==> src/lpd_cfg_map.svh <==
`ifndef LPD_CFG_MAP_SVH
`define LPD_CFG_MAP_SVH

// Register indices as printed; byte address is four times the index
`define LPD_IDX_TONE_GEN     8'h1F
`define LPD_IDX_DET_CLK      8'h20
`define LPD_IDX_LIMITER      8'h23
`define LPD_IDX_GAIN_COMP    8'h24

// Reset values
`define LPD_RST_TONE_GEN     8'h80
`define LPD_RST_DET_CLK      8'h00
`define LPD_RST_LIMITER      8'h00
`define LPD_RST_GAIN_COMP    8'h00

// Writable bit masks; every other bit is reserved
`define LPD_WMASK_TONE_GEN   8'hC0
`define LPD_WMASK_DET_CLK    8'hF4
`define LPD_WMASK_LIMITER    8'hF0
`define LPD_WMASK_GAIN_COMP  8'hFF

// Field positions
`define LPD_POS_HI_SEL       6
`define LPD_POS_EXT_FREQ     4
`define LPD_POS_PH1_EN       2
`define LPD_POS_LIM_OUT      4
`define LPD_POS_AGC          4
`define LPD_POS_DRC          0

`endif

==> src/lpd_pkg.sv <==
package lpd_pkg;

  typedef enum logic [1:0] {
    LPD_CLK_INT_OSC,
    LPD_CLK_BIT_CLK,
    LPD_CLK_CTRL_CLK,
    LPD_CLK_CUSTOM
  } lpd_clk_src_t;

  typedef enum logic [1:0] {
    LPD_LIM_IN_MAX,
    LPD_LIM_IN_CH1,
    LPD_LIM_IN_CH0,
    LPD_LIM_IN_AVG
  } lpd_lim_in_t;

  typedef struct packed {
    logic [7:0] tone_gen;
    logic [7:0] det_clk;
    logic [7:0] limiter;
    logic [7:0] gain_comp;
  } lpd_regs_t;

endpackage

==> src/lpd_decode.sv <==
`timescale 1ns/1ps
`default_nettype none
`include "lpd_cfg_map.svh"

// Turns the stored fields into one-hot selects and enables
module lpd_decode
  import lpd_pkg::*;
(
  input  wire logic [7:0] tone_gen,
  input  wire logic [7:0] det_clk,
  input  wire logic [7:0] limiter,
  input  wire logic [7:0] gain_comp,
  output logic      [3:0] tone_ch_onehot,
  output logic      [3:0] clk_src_onehot,
  output logic      [3:0] lim_in_onehot,
  output logic      [1:0] lim_out_apply,
  output logic      [3:0] agc_en,
  output logic      [3:0] drc_en
);
  logic [1:0] lim_out;

  assign lim_out = limiter[`LPD_POS_LIM_OUT +: 2];

  genvar i;
  generate
    for (i = 0; i < 4; i++) begin : g_ch
      // Code n routes to channel n+1
      assign tone_ch_onehot[i] = (tone_gen[`LPD_POS_HI_SEL +: 2] == 2'(i));
      assign clk_src_onehot[i] = (det_clk[`LPD_POS_HI_SEL +: 2] == 2'(i));
      assign lim_in_onehot[i]  = (limiter[`LPD_POS_HI_SEL +: 2] == 2'(i));
      // Channel 1 sits at the high bit of each nibble
      assign agc_en[i] = gain_comp[`LPD_POS_AGC + 3 - i];
      assign drc_en[i] = gain_comp[`LPD_POS_DRC + 3 - i];
    end
  endgenerate

  // Bit 0 is playback channel zero, bit 1 channel one
  assign lim_out_apply[0] = (lim_out == 2'h0) || (lim_out == 2'h2);
  assign lim_out_apply[1] = (lim_out == 2'h0) || (lim_out == 2'h1);

endmodule
`default_nettype wire

==> src/lpd_cfg_regs.sv <==
// The APB register port was chosen for this implementation.
`timescale 1ns/1ps
`default_nettype none
`include "lpd_cfg_map.svh"

// Notes on behaviour
// - Tone channel select bits 7-6, reset 10b
// - Reserved bits read zero; writes ignored
// - Detect clock source select at bits 7-6
// - External clock frequency code; 1 reserved
// - Bit 2 enables phase-one comparator detection
// - Limiter detector source select, bits 7-6
// - Limiter gain applied channels, bits 5-4
// - Bits 7-4 enable auto gain ch1-4
// - Bits 3-0 enable range compression ch1-4
module lpd_cfg_regs
  import lpd_pkg::*;
(
  input  wire logic        pclk,
  input  wire logic        presetn,
  input  wire logic        psel,
  input  wire logic        penable,
  input  wire logic        pwrite,
  input  wire logic [11:0] paddr,
  input  wire logic [31:0] pwdata,
  input  wire logic [3:0]  pstrb,
  output logic      [31:0] prdata,
  output logic             pready,
  output logic             pslverr,
  output logic      [3:0]  tone_gen_channel_select,
  output logic      [3:0]  detect_clock_source_select,
  output logic      [1:0]  detect_ext_clock_freq,
  output logic             detect_ext_clock_reserved,
  output logic             phase_one_detect_enable,
  output logic      [3:0]  limiter_source_select,
  output logic      [1:0]  limiter_apply_channels,
  output logic      [3:0]  auto_gain_enable,
  output logic      [3:0]  range_compress_enable
);

  // ----------------------------------------
  // State
  // ----------------------------------------
  typedef struct packed {
    lpd_regs_t   regs;
    logic [31:0] rdata;
    logic        ready;
    logic        slverr;
    logic [3:0]  tone_sel;
    logic [3:0]  clk_sel;
    logic [1:0]  ext_freq;
    logic        ext_rsvd;
    logic        ph1_en;
    logic [3:0]  lim_in;
    logic [1:0]  lim_out;
    logic [3:0]  agc;
    logic [3:0]  drc;
  } lpd_state_t;

  lpd_state_t s_q;
  lpd_state_t s_d;
  lpd_regs_t  nregs;

  logic [3:0] dec_tone;
  logic [3:0] dec_clk;
  logic [3:0] dec_lim_in;
  logic [1:0] dec_lim_out;
  logic [3:0] dec_agc;
  logic [3:0] dec_drc;

  logic       setup;
  logic       wr_fire;
  logic       hit_tone;
  logic       hit_clk;
  logic       hit_lim;
  logic       hit_gain;
  logic       mapped;
  logic [7:0] rd_byte;

  // ----------------------------------------
  // Address decode
  // ----------------------------------------
  // Slave answers in the cycle after setup, so every access is exactly two cycles
  assign setup    = psel && !penable;
  // Write lands only at the access edge where the master sees pready high
  assign wr_fire  = psel && penable && s_q.ready && pwrite && pstrb[0];
  assign hit_tone = (paddr == {2'h0, `LPD_IDX_TONE_GEN, 2'h0});
  assign hit_clk  = (paddr == {2'h0, `LPD_IDX_DET_CLK, 2'h0});
  assign hit_lim  = (paddr == {2'h0, `LPD_IDX_LIMITER, 2'h0});
  assign hit_gain = (paddr == {2'h0, `LPD_IDX_GAIN_COMP, 2'h0});
  assign mapped   = hit_tone || hit_clk || hit_lim || hit_gain;

  // ----------------------------------------
  // Decoder
  // ----------------------------------------
  // Decodes the next value so outputs follow a write with no extra lag
  lpd_decode u_decode (
    .tone_gen       (nregs.tone_gen),
    .det_clk        (nregs.det_clk),
    .limiter        (nregs.limiter),
    .gain_comp      (nregs.gain_comp),
    .tone_ch_onehot (dec_tone),
    .clk_src_onehot (dec_clk),
    .lim_in_onehot  (dec_lim_in),
    .lim_out_apply  (dec_lim_out),
    .agc_en         (dec_agc),
    .drc_en         (dec_drc)
  );

  // ----------------------------------------
  // Next state
  // ----------------------------------------
  always_comb begin
    nregs = s_q.regs;
    rd_byte = 8'h00;
    // Masking keeps reserved bits at zero whatever software writes
    if (wr_fire && hit_tone) begin
      nregs.tone_gen = pwdata[7:0] & `LPD_WMASK_TONE_GEN;
    end
    if (wr_fire && hit_clk) begin
      nregs.det_clk = pwdata[7:0] & `LPD_WMASK_DET_CLK;
    end
    if (wr_fire && hit_lim) begin
      nregs.limiter = pwdata[7:0] & `LPD_WMASK_LIMITER;
    end
    if (wr_fire && hit_gain) begin
      nregs.gain_comp = pwdata[7:0] & `LPD_WMASK_GAIN_COMP;
    end
    if (hit_tone) begin
      rd_byte = s_q.regs.tone_gen;
    end else if (hit_clk) begin
      rd_byte = s_q.regs.det_clk;
    end else if (hit_lim) begin
      rd_byte = s_q.regs.limiter;
    end else if (hit_gain) begin
      rd_byte = s_q.regs.gain_comp;
    end

    s_d = s_q;
    s_d.regs = nregs;
    s_d.ready = setup;
    s_d.slverr = setup && !mapped;
    if (setup && !pwrite) begin
      s_d.rdata = {24'h000000, rd_byte};
    end
    s_d.tone_sel = dec_tone;
    s_d.clk_sel  = dec_clk;
    s_d.ext_freq = nregs.det_clk[`LPD_POS_EXT_FREQ +: 2];
    // Flags the reserved frequency code so the clock logic can refuse it
    s_d.ext_rsvd = (nregs.det_clk[`LPD_POS_EXT_FREQ +: 2] == 2'h1);
    s_d.ph1_en   = nregs.det_clk[`LPD_POS_PH1_EN];
    s_d.lim_in   = dec_lim_in;
    s_d.lim_out  = dec_lim_out;
    s_d.agc      = dec_agc;
    s_d.drc      = dec_drc;
  end

  // ----------------------------------------
  // Registers
  // ----------------------------------------
  always_ff @(posedge pclk or negedge presetn) begin
    if (!presetn) begin
      s_q <= '0;
      s_q.regs.tone_gen  <= `LPD_RST_TONE_GEN;
      s_q.regs.det_clk   <= `LPD_RST_DET_CLK;
      s_q.regs.limiter   <= `LPD_RST_LIMITER;
      s_q.regs.gain_comp <= `LPD_RST_GAIN_COMP;
      s_q.tone_sel       <= 4'h4;
      s_q.clk_sel        <= 4'h1;
      s_q.lim_in         <= 4'h1;
      s_q.lim_out        <= 2'h3;
    end else begin
      s_q <= s_d;
    end
  end

  assign prdata                     = s_q.rdata;
  assign pready                     = s_q.ready;
  assign pslverr                    = s_q.slverr;
  assign tone_gen_channel_select    = s_q.tone_sel;
  assign detect_clock_source_select = s_q.clk_sel;
  assign detect_ext_clock_freq      = s_q.ext_freq;
  assign detect_ext_clock_reserved  = s_q.ext_rsvd;
  assign phase_one_detect_enable    = s_q.ph1_en;
  assign limiter_source_select      = s_q.lim_in;
  assign limiter_apply_channels     = s_q.lim_out;
  assign auto_gain_enable           = s_q.agc;
  assign range_compress_enable      = s_q.drc;

  // ----------------------------------------
  // Checks
  // ----------------------------------------
  AST_TONE_RESET: assert property (@(posedge pclk) $rose(presetn) |->
    tone_gen_channel_select == 4'h4) else $error("tone select not channel 3 after reset");
  AST_RSVD_ZERO: assert property (@(posedge pclk) disable iff (!presetn)
    pready && !pwrite && hit_tone |-> prdata[5:0] == 6'h00 && prdata[31:8] == 24'h0)
    else $error("reserved bits read nonzero");
  AST_CLK_SEL: assert property (@(posedge pclk) disable iff (!presetn)
    wr_fire && hit_clk |=> detect_clock_source_select == (4'h1 << $past(pwdata[7:6])))
    else $error("clock source select wrong");
  AST_EXT_RSVD: assert property (@(posedge pclk) disable iff (!presetn)
    detect_ext_clock_reserved == (detect_ext_clock_freq == 2'h1))
    else $error("reserved frequency flag wrong");
  AST_PH1: assert property (@(posedge pclk) disable iff (!presetn)
    wr_fire && hit_clk |=> phase_one_detect_enable == $past(pwdata[2]))
    else $error("phase one enable wrong");
  AST_LIM_IN: assert property (@(posedge pclk) disable iff (!presetn)
    wr_fire && hit_lim |=> limiter_source_select == (4'h1 << $past(pwdata[7:6])))
    else $error("limiter source wrong");
  AST_LIM_OUT: assert property (@(posedge pclk) disable iff (!presetn)
    wr_fire && hit_lim && pwdata[5:4] == 2'h3 |=> limiter_apply_channels == 2'h0)
    else $error("limiter applied with code 3");
  AST_AGC: assert property (@(posedge pclk) disable iff (!presetn)
    wr_fire && hit_gain |=> auto_gain_enable[0] == $past(pwdata[7]))
    else $error("auto gain ch1 wrong");
  AST_DRC: assert property (@(posedge pclk) disable iff (!presetn)
    wr_fire && hit_gain |=> range_compress_enable[3] == $past(pwdata[0]))
    else $error("compression ch4 wrong");
  AST_HOLD: assert property (@(posedge pclk) disable iff (!presetn)
    !(wr_fire && hit_gain) |=> $stable(auto_gain_enable))
    else $error("gain enables changed without write");

endmodule
`default_nettype wire

==> config.mk <==
export PLATFORM = sky130hd
export DESIGN_NAME = lpd_cfg_regs
export DESIGN_NICKNAME = d
export VERILOG_FILES = /design/src/lpd_pkg.sv /design/src/lpd_decode.sv /design/src/lpd_cfg_regs.sv
export VERILOG_INCLUDE_DIRS = /design/src
export SDC_FILE = /design/constraint.sdc
export NUM_CORES = 1
export LEC_CHECK = 0
export BUFFER_PORTS_ARGS = -buffer_cell sky130_fd_sc_hd__buf_2
export CAP_MARGIN = 10
export CELL_PAD_IN_SITES_DETAIL_PLACEMENT = 2
export CELL_PAD_IN_SITES_GLOBAL_PLACEMENT = 2
export CORE_ASPECT_RATIO = 1.4
export CORE_MARGIN = 2
export CORE_UTILIZATION = 30
export DETAILED_ROUTE_END_ITERATION = 10
export GPL_ROUTABILITY_DRIVEN = 0
export PLACE_DENSITY = 0.84
export SETUP_SLACK_MARGIN = 0.4
export SYNTH_ARGS = -nofsm -noshare
export SYNTH_HDL_FRONTEND = slang
export SYNTH_SLANG_ARGS = --single-unit
==> constraint.sdc <==
create_clock -name pclk -period 2.9 [get_ports pclk]
set_input_delay 0.58 -clock pclk [delete_from_list [all_inputs] [get_ports pclk]]
set_output_delay 0.58 -clock pclk [all_outputs]
set_load 0.01 [all_outputs]
# == Yosys cells after proc, flatten, opt, wreduce, memory -nomap -nowiden ==
# Index checks and enable logic that the tools add are counted.
# word_totals
register_bits,55
input_bits,53
out_inout_bits,60
elab_cells,63
# classes
n_eq_ne,16
n_mux,8
reduce_logical,23
# ops
op,n
$mux W8,8
$eq A12 B8 Y1 const B,3
$eq A2 B2 Y1 const B,7
$eq A12 B7 Y1 const B,1
$logic_and A1 B1 Y1,11
$eq A2 B1 Y1 const B,5
$logic_not A2 Y1,4
$logic_or A1 B1 Y1,5
$logic_not A1 Y1,3

# == Longest topological paths before layout ==
# Gate-level depths: netlist of the first run.
# logic_depth
ltp_word,8
depth_mapped,6
ltp_nobuf,4

# == Modules after synthesis ==
# Synthesis of the first run repeated with hierarchy kept, for this count alone.
# unflattened
hier_cells,265
area_unflattened_um2,3125.5
# modules_own_cells
module,instances,cells_per_inst,area_each_um2,seq_area_each_um2
lpd_cfg_regs,1,243,2971.6,1634.1
lpd_decode,1,22,153.9,0.0

# == Worst setup path before layout of the first run ==
# No wires, ideal clock.
# synth_timing
kind,input to register
startpoint,input port paddr[4]
endpoint,register (tool-made name)
setup_time_ps,125
arrival_ps,1854
required_time_ps,2775
setup_slack_ps,921
path_stages,6
n_path_buf,2
path_cell_list,buf_2 -> nor4b_2 -> nand2_1 -> nor3_1 -> buf_4 -> mux2_2
# synth_lines
element,line,source
from (decl),lpd_cfg_regs.sv:24,"input wire logic [11:0] paddr,"

==> results of run 1 <==
critical path: stages:
cell	delay, ns
buf_2	0.11
nor4_4	0.53
nand3_2	0.30
nor2_8	0.28
mux2_1	0.36
final timing paths:
path	endpoint	slack, ns
setup / recovery	s_q[82]$_DFF_PN0_	0.88
hold / removal	pready$_DFF_PN0_	0.45
setup reg to reg	s_q[74]$_DFF_PN0_	1.29
hold reg to reg	limiter_apply_channels[0]$_DFF_PN1_	0.48
max in group asynchronous	detect_ext_clock_reserved$_DFF_PN0_	1.83
min in group pclk	limiter_apply_channels[0]$_DFF_PN1_	0.48
sequential cells by signal, indices dropped and copies added (netlist names), named ones only:
signal                      cells
pready                          1
detect_ext_clock_reserved       1
prdata                          8
auto_gain_enable                3
tone_gen_channel_select         4
pslverr                         1
range_compress_enable           3
limiter_apply_channels          2
detect_clock_source_select      4
s_q                            10
detect_ext_clock_freq           1
limiter_source_select           4
cell usage in the layout (no fill, tap or decap), types with 2 or more instances in the layout:
cell and instances:
nand2_1 16, mux2_2 17, dfstp_2 6, dfrtp_1 38, nor2_1 4, a22oi_1 5
conb_1 24, a21boi_0 3, nand2b_1 12, nand3_2 3, mux2_1 3, buf_2 61
and3_1 5, nor3b_1 2, o21ai_0 13, a2bb2oi_1 2, mux2i_1 9, nand3_1 2
clkbuf_16 5, a221oi_1 2
final cells by class:
class	count	share of cell area
clock buffer	7	0.0530
clock inverter	1	0.00279
multi-input combinational	139	0.368
sequential	44	0.412
tap	102	0.0475
timing repair buffer	62	0.116
synth_stat cells (all sizes together):
master,count
a221oi,2
nand2,16
and4,1
clkbuf,3
a32o,1
nor4b,1
o21ai,13
dfstp,6
mux2i,9
conb,1
and4bb,1
mux2,20
nor4,2
nand3,5
nor2,6
nor3b,2
buf,58
and3,5
dfrtp,38
or3b,1
nand2b,12
and4b,1
nor3,1
nor2b,1
a21boi,3
a22o,1
a22oi,5
a2bb2oi,2
nand4,1
or4bb,1
a31oi,1
o21bai,1
cells by family (layout without fill, tap and decap cells):
kind of cell / Yosys count / in the layout / share of synthesized area
AO/OA/AOI/OAI: 29 / 29 / 0.0785
buffers and inverters: 61 / 70 / 0.181
flip-flops: 44 / 44 / 0.451
multiplexers: 29 / 29 / 0.128
other: 1 / 24 / 0.00153
AND/OR/NAND/NOR: 57 / 57 / 0.159
where the power goes:
part	internal (µW)	switching (µW)	total, µW
sequential	616	0.852	617
combinational	22.4	57.3	79.7
clock	343	233	577
stage by stage:
step / instances / area, µm² / hold WS (ns) / total power, µW / utilization
global placement: 347 / 2540 / 0.451 / 706 / 0.315
detailed placement: 347 / 2540 / 0.464 / 708 / 0.315
floorplan: 244 / 2540 / 0.284 / 688 / -
CTS: 355 / 2690 / 0.473 / 1300 / 0.334
global route: 355 / 2690 / 0.487 / 1320 / 0.334
finish: 355 / 2690 / 0.455 / 1270 / 0.334
layer usage:
metal	wire, µm	up-vias
met1	2200	843
met5	0	-
li1	-	748
met2	3140	55
met3	255	6
met4	107	0
==> run_results.csv, run 1 <==
group,metric,value,unit
yosys,ys_warn_count,0,
floorplanning,rows,39,
sta,final.setup.tns,0,ns
floorplanning,initial_utilization,0.305,
yosys,syn_area,2460,µm²
pwr,p_leak,0.00133,µW
clocking,clk_pin_slew,0.06,ns
final_layout,nFillCells,896,
floorplanning,io_pins,113,
detailed_routing,ant_nets,0,
sta,slew_headroom,0.342,
global_route,grt_start_max_net_pins,45,
yosys,synth-seq-cells,44,
critical_path,cp.required,3.06,ns
final_layout,n_antenna_cell,0,
yosys,synth_area_leaders,"dfrtp_1, buf_4, mux2_2",
global_route,met1_usage,0.155,
detailed_routing,remaining_drc_errors,0,
critical_path,reg2reg_depth,4,
sta,period_needed,2.02,ns
place,dp_slack,0.551,ns
sta,fin_ws,0.879,ns
final_layout,regArea,1110,µm²
critical_path,regToRegStartpoint,"pready$_DFF_PN0_",
critical_path,crit_path_max_fanout,10,
floorplanning,die_h,111,µm
detailed_routing,dr.pass1.iters,4,
yosys,yosysSeqAreaShare,0.451,
clocking,postCtsHoldBufs,0,
yosys,ys_types,38,
place,dp_hpwl,4280,µm
final_layout,multi_input_area,990,µm²
floorplanning,die-area,8940,µm²
outcome,outcome,"finished, final reports clean",
critical_path,critPathLaunchType,"input port",
floorplanning,die_w,80.5,µm
global_route,grtUsageMet2,0.245,
clocking,cts_resized,0,
final_layout,nets,305,
pwr,power_density,473,nW/µm²
yosys,synth.largest_area_cell,"dfrtp_1",
sta,setup_viol,0,
flow_run,maxCapViolations,0,
detailed_routing,drt_wl_total,5710,µm
clocking,cts_root_buffer,"clkbuf_16",
yosys,yosysTopAreaCellShare,0.387,
detailed_routing,wire_per_inst,16.1,µm
global_route,grt_pass1_wl,9360,µm
clocking,clk_latency,0.29,ns
sta,min_period_over_period,0.697,
sta,slew_violations,0,
global_route,grt_busiest_layer,"met2",
yosys,syn_inst,221,
detailed_routing,vias,1652,
place,io_buffer_count,61,
sta,fmax,495,MHz
critical_path,path_class,"in2reg",
final_layout,areaGrowthSynthToFinish,9.48,%
final_layout,drive_above_1_share,0.403,
sta,hold_viol_final,0,
detailed_routing,drtIter0Drc,33,
worst_hold_path,hold_class,"in2async",
sta,fin_skew,0.00613,ns
critical_path,crit_path_start,"paddr[9]",
clocking,tritoncts,"done",
clocking,htree_levels,2,
sta,worst_slew_pin_slew,0.987,ns
critical_path,cp.arrival,2.18,ns
sta,rsz0062_at_grt,"false",
clocking,cts_buffers,5,
clocking,cts_sinks,44,
floorplanning,core_area,8050,µm²
global_route,grt-ovfl-total,0,
global_route,antenna_found_initial,0,
critical_path,worstSetupEndpointType,"flip-flop",
global_route,met3_usage,0.0261,
yosys,syn_area_per_cell,11.1,µm²
clocking,cts.path.max_buffers,2,
detailed_routing,routed_via_density,4.65,
clocking,post_cts_buffers,0,
global_route,grt_pass1_vias,1776,
global_route,grtUsageTotal,0.137,
pwr,peakVddDrop,200,µV
(Power assumes the default switching activity.)
==> inputs of run 2 (changes only) <==
- CORE_UTILIZATION: 30 -> 25
- PLACE_DENSITY: 0.84 -> 0.75
- clock period: 2.9 -> 1.8 ns (I/O delays scaled with it)
==> run 2 against run 1 <==
Setup slack worse by 0.61 ns. Largest power group is now clock. Sequential power is 61% higher. Worst hold slack worse by 0.30 ns. Critical endpoint is now s_q[74]$_DFF_PN0_. Count of clock-buffer cells in the layout is 1 lower. Non-clock buffer count is 28 higher. Sequential share of layout area is 6.8 points lower. Final cell count is 16% higher. Sequential cell count stayed put.
==> run_results.csv, run 2 (synthesis gave the netlist of run 1 again) <==
group,metric,value,unit
critical_path,critPathLaunchType,"input port",
pwr,combPwrFrac,0.075,
global_route,grt-ovfl-total,0,
critical_path,worstSetupEndpointType,"flip-flop",
final_layout,nets,333,
sta,slew_violations,0,
pwr,swShare,0.221,
clocking,tritoncts,"done",
sta,min_period_over_period,0.851,
global_route,antenna_found_initial,0,
critical_path,crit_chain,"buf_6, or4bb_4, nor3_4, buf_6, mux2_4",
place,dp_hpwl,4680,µm
final_layout,final_cell_mix,"buf_2, dfrtp_1, conb_1, buf_4, mux2_4",
detailed_routing,ant_nets,0,
sta,fin_skew,0.00621,ns
clocking,clk_pin_slew,0.06,ns
floorplanning,die_w,87.8,µm
outcome,outcome,"finished, final reports clean",
sta,final.setup.tns,0,ns
clocking,cts_buffers,5,
floorplanning,die-area,10600,µm²
flow_run,maxCapViolations,0,
place,dp_cells,394,
detailed_routing,vias,1734,
global_route,grtUsageTotal,0.126,
clocking,htree_levels,2,
sta,hold_viol_final,0,
clocking,cts_sinks,44,
critical_path,cp.arrival,1.70,ns
clocking,cts_root_buffer,"clkbuf_16",
sta,slew_headroom,0.610,
critical_path,cpPeakStageDelay,0.56,ns
critical_path,path_class,"in2reg",
floorplanning,io_pins,113,
pwr,p_leak,0.00154,µW
pwr,peakVddDrop,301,µV
detailed_routing,routed_via_density,4.20,
detailed_routing,wire_per_inst,15.5,µm
critical_path,cp.required,1.96,ns
final_layout,areaGrowthSynthToFinish,31.2,%
pwr,switching_power,483,µW
place,io_buffer_count,61,
sta,fmax,653,MHz
final_layout,drive_above_1_share,0.527,
worst_hold_path,hold_class,"in2async",
critical_path,worst_path_most_repeated_cell,"buf_6",
final_layout,instances_no_fill,413,
pwr,seqPwrFrac,0.454,
clocking,clk_latency,0.28,ns
final_layout,regMostFlops,"s_q",
sta,setup_viol,0,
pwr,power_density,679,nW/µm²
final_layout,largest_reg_flops,10,
global_route,grt_pass1_vias,1956,
final_layout,n_antenna_cell,0,
critical_path,crit_slowest_cell,"or4bb_4",
pwr,intPower,1700,µW
detailed_routing,remaining_drc_errors,0,
global_route,grt_pass1_wl,10200,µm
detailed_routing,drt_wl_total,6420,µm
floorplanning,die_h,121,µm
clocking,postCtsHoldBufs,0,
final_layout,layout_commonest_cell,"buf_2",
sta,rsz0062_at_grt,"true",
pwr,clkPwrFrac,0.470,
clocking,cts.path.max_buffers,2,
sta,period_needed,1.53,ns
floorplanning,rows,42,
detailed_routing,drtIter0Drc,43,
floorplanning,initial_utilization,0.258,
detailed_routing,dr.pass1.iters,3,
floorplanning,core_area,9510,µm²
sta,worst_slew_pin_slew,0.584,ns
critical_path,crit_path_max_fanout,7,
global_route,grt_start_max_net_pins,45,
run 2: cell types whose count changed in the layout (fill, tap and decap cells not counted), sizes merged:
cell / delta
clkbuf: -1
clkinv: +1
clkinvlp: -1
bufinv: +1
buf: +28
run 2: layer usage:
layer | global-route usage | vias up | wire, µm
met5 | 0 | - | 0
met4 | 0.0462 | 0 | 104
met2 | 0.238 | 53 | 3720
met3 | 0.0211 | 5 | 283
met1 | 0.138 | 873 | 2310
li1 | - | 803 | -
run 2: worst max-delay path, delay by kind of cell:
family / cells / cell delay [ns]
buffers and inverters: 2 / 0.28
muxes: 1 / 0.30
and+or+nand+nor: 2 / 0.76
run 2: power by group through the flow:
stage / Sequential [µW] / Clock (µW) / Combinational [µW]
finish: 994 / 1030 / 165
global route: 993 / 1100 / 184
CTS: 994 / 1060 / 163
detailed placement: 1010 / 0 / 148
global placement: 1010 / 0 / 143
floorplan: 1010 / 0 / 99.1
run 2: final timing paths:
check,end,slack [ns],from,cells past startpoint
hold / removal,tone_gen_channel_select[3]$_DFF_PN0_,0.15,presetn,2
min in group pclk,limiter_apply_channels[0]$_DFF_PN1_,0.30,pwdata[4],2
setup / recovery,s_q[74]$_DFF_PN0_,0.27,paddr[1],5
setup reg to reg,detect_ext_clock_freq[0]$_DFF_PN0_,0.36,pready$_DFF_PN0_,5
max in group asynchronous,s_q[82]$_DFF_PN0_,1.24,presetn,2
hold reg to reg,prdata[0]$_DFFE_PN0P_,0.48,prdata[0]$_DFFE_PN0P_,2
run 2: area by class of cell:
cell class | count | area [µm²]
fill | 1046 | 6290
multi-input combinational | 139 | 1190
sequential | 44 | 1110
timing repair buffer | 90 | 598
tap | 132 | 165
clock buffer | 6 | 129
clock inverter | 2 | 35.0
run 2: timing repair:
action / in CTS / in global routing
setup buffers: 6 / 5
endpoints found under the hold margin: 0 / 0
gates resized for setup: 34 / 19
endpoints found under the setup margin: 32 / 36
gates cloned: 0 / 0
pin swaps: 7 / 8
run 2: metrics by stage:
| stage | utilization | total power, µW | area [µm²] | setup slack (ns) | hold slack [ns] |
|---|---|---|---|---|---|
| 2_1_floorplan | - | 1110 | 2580 | 0.0964 | 0.0644 |
| 4_1_cts | 0.328 | 2210 | 3120 | 0.315 | 0.185 |
| 5_1_grt | 0.339 | 2280 | 3220 | 0.233 | 0.205 |
| 3_3_place_gp | 0.289 | 1150 | 2750 | -0.0754 | 0.446 |
| 6_report | 0.339 | 2190 | 3220 | 0.268 | 0.152 |
| 3_5_place_dp | 0.289 | 1160 | 2750 | -0.0900 | 0.456 |
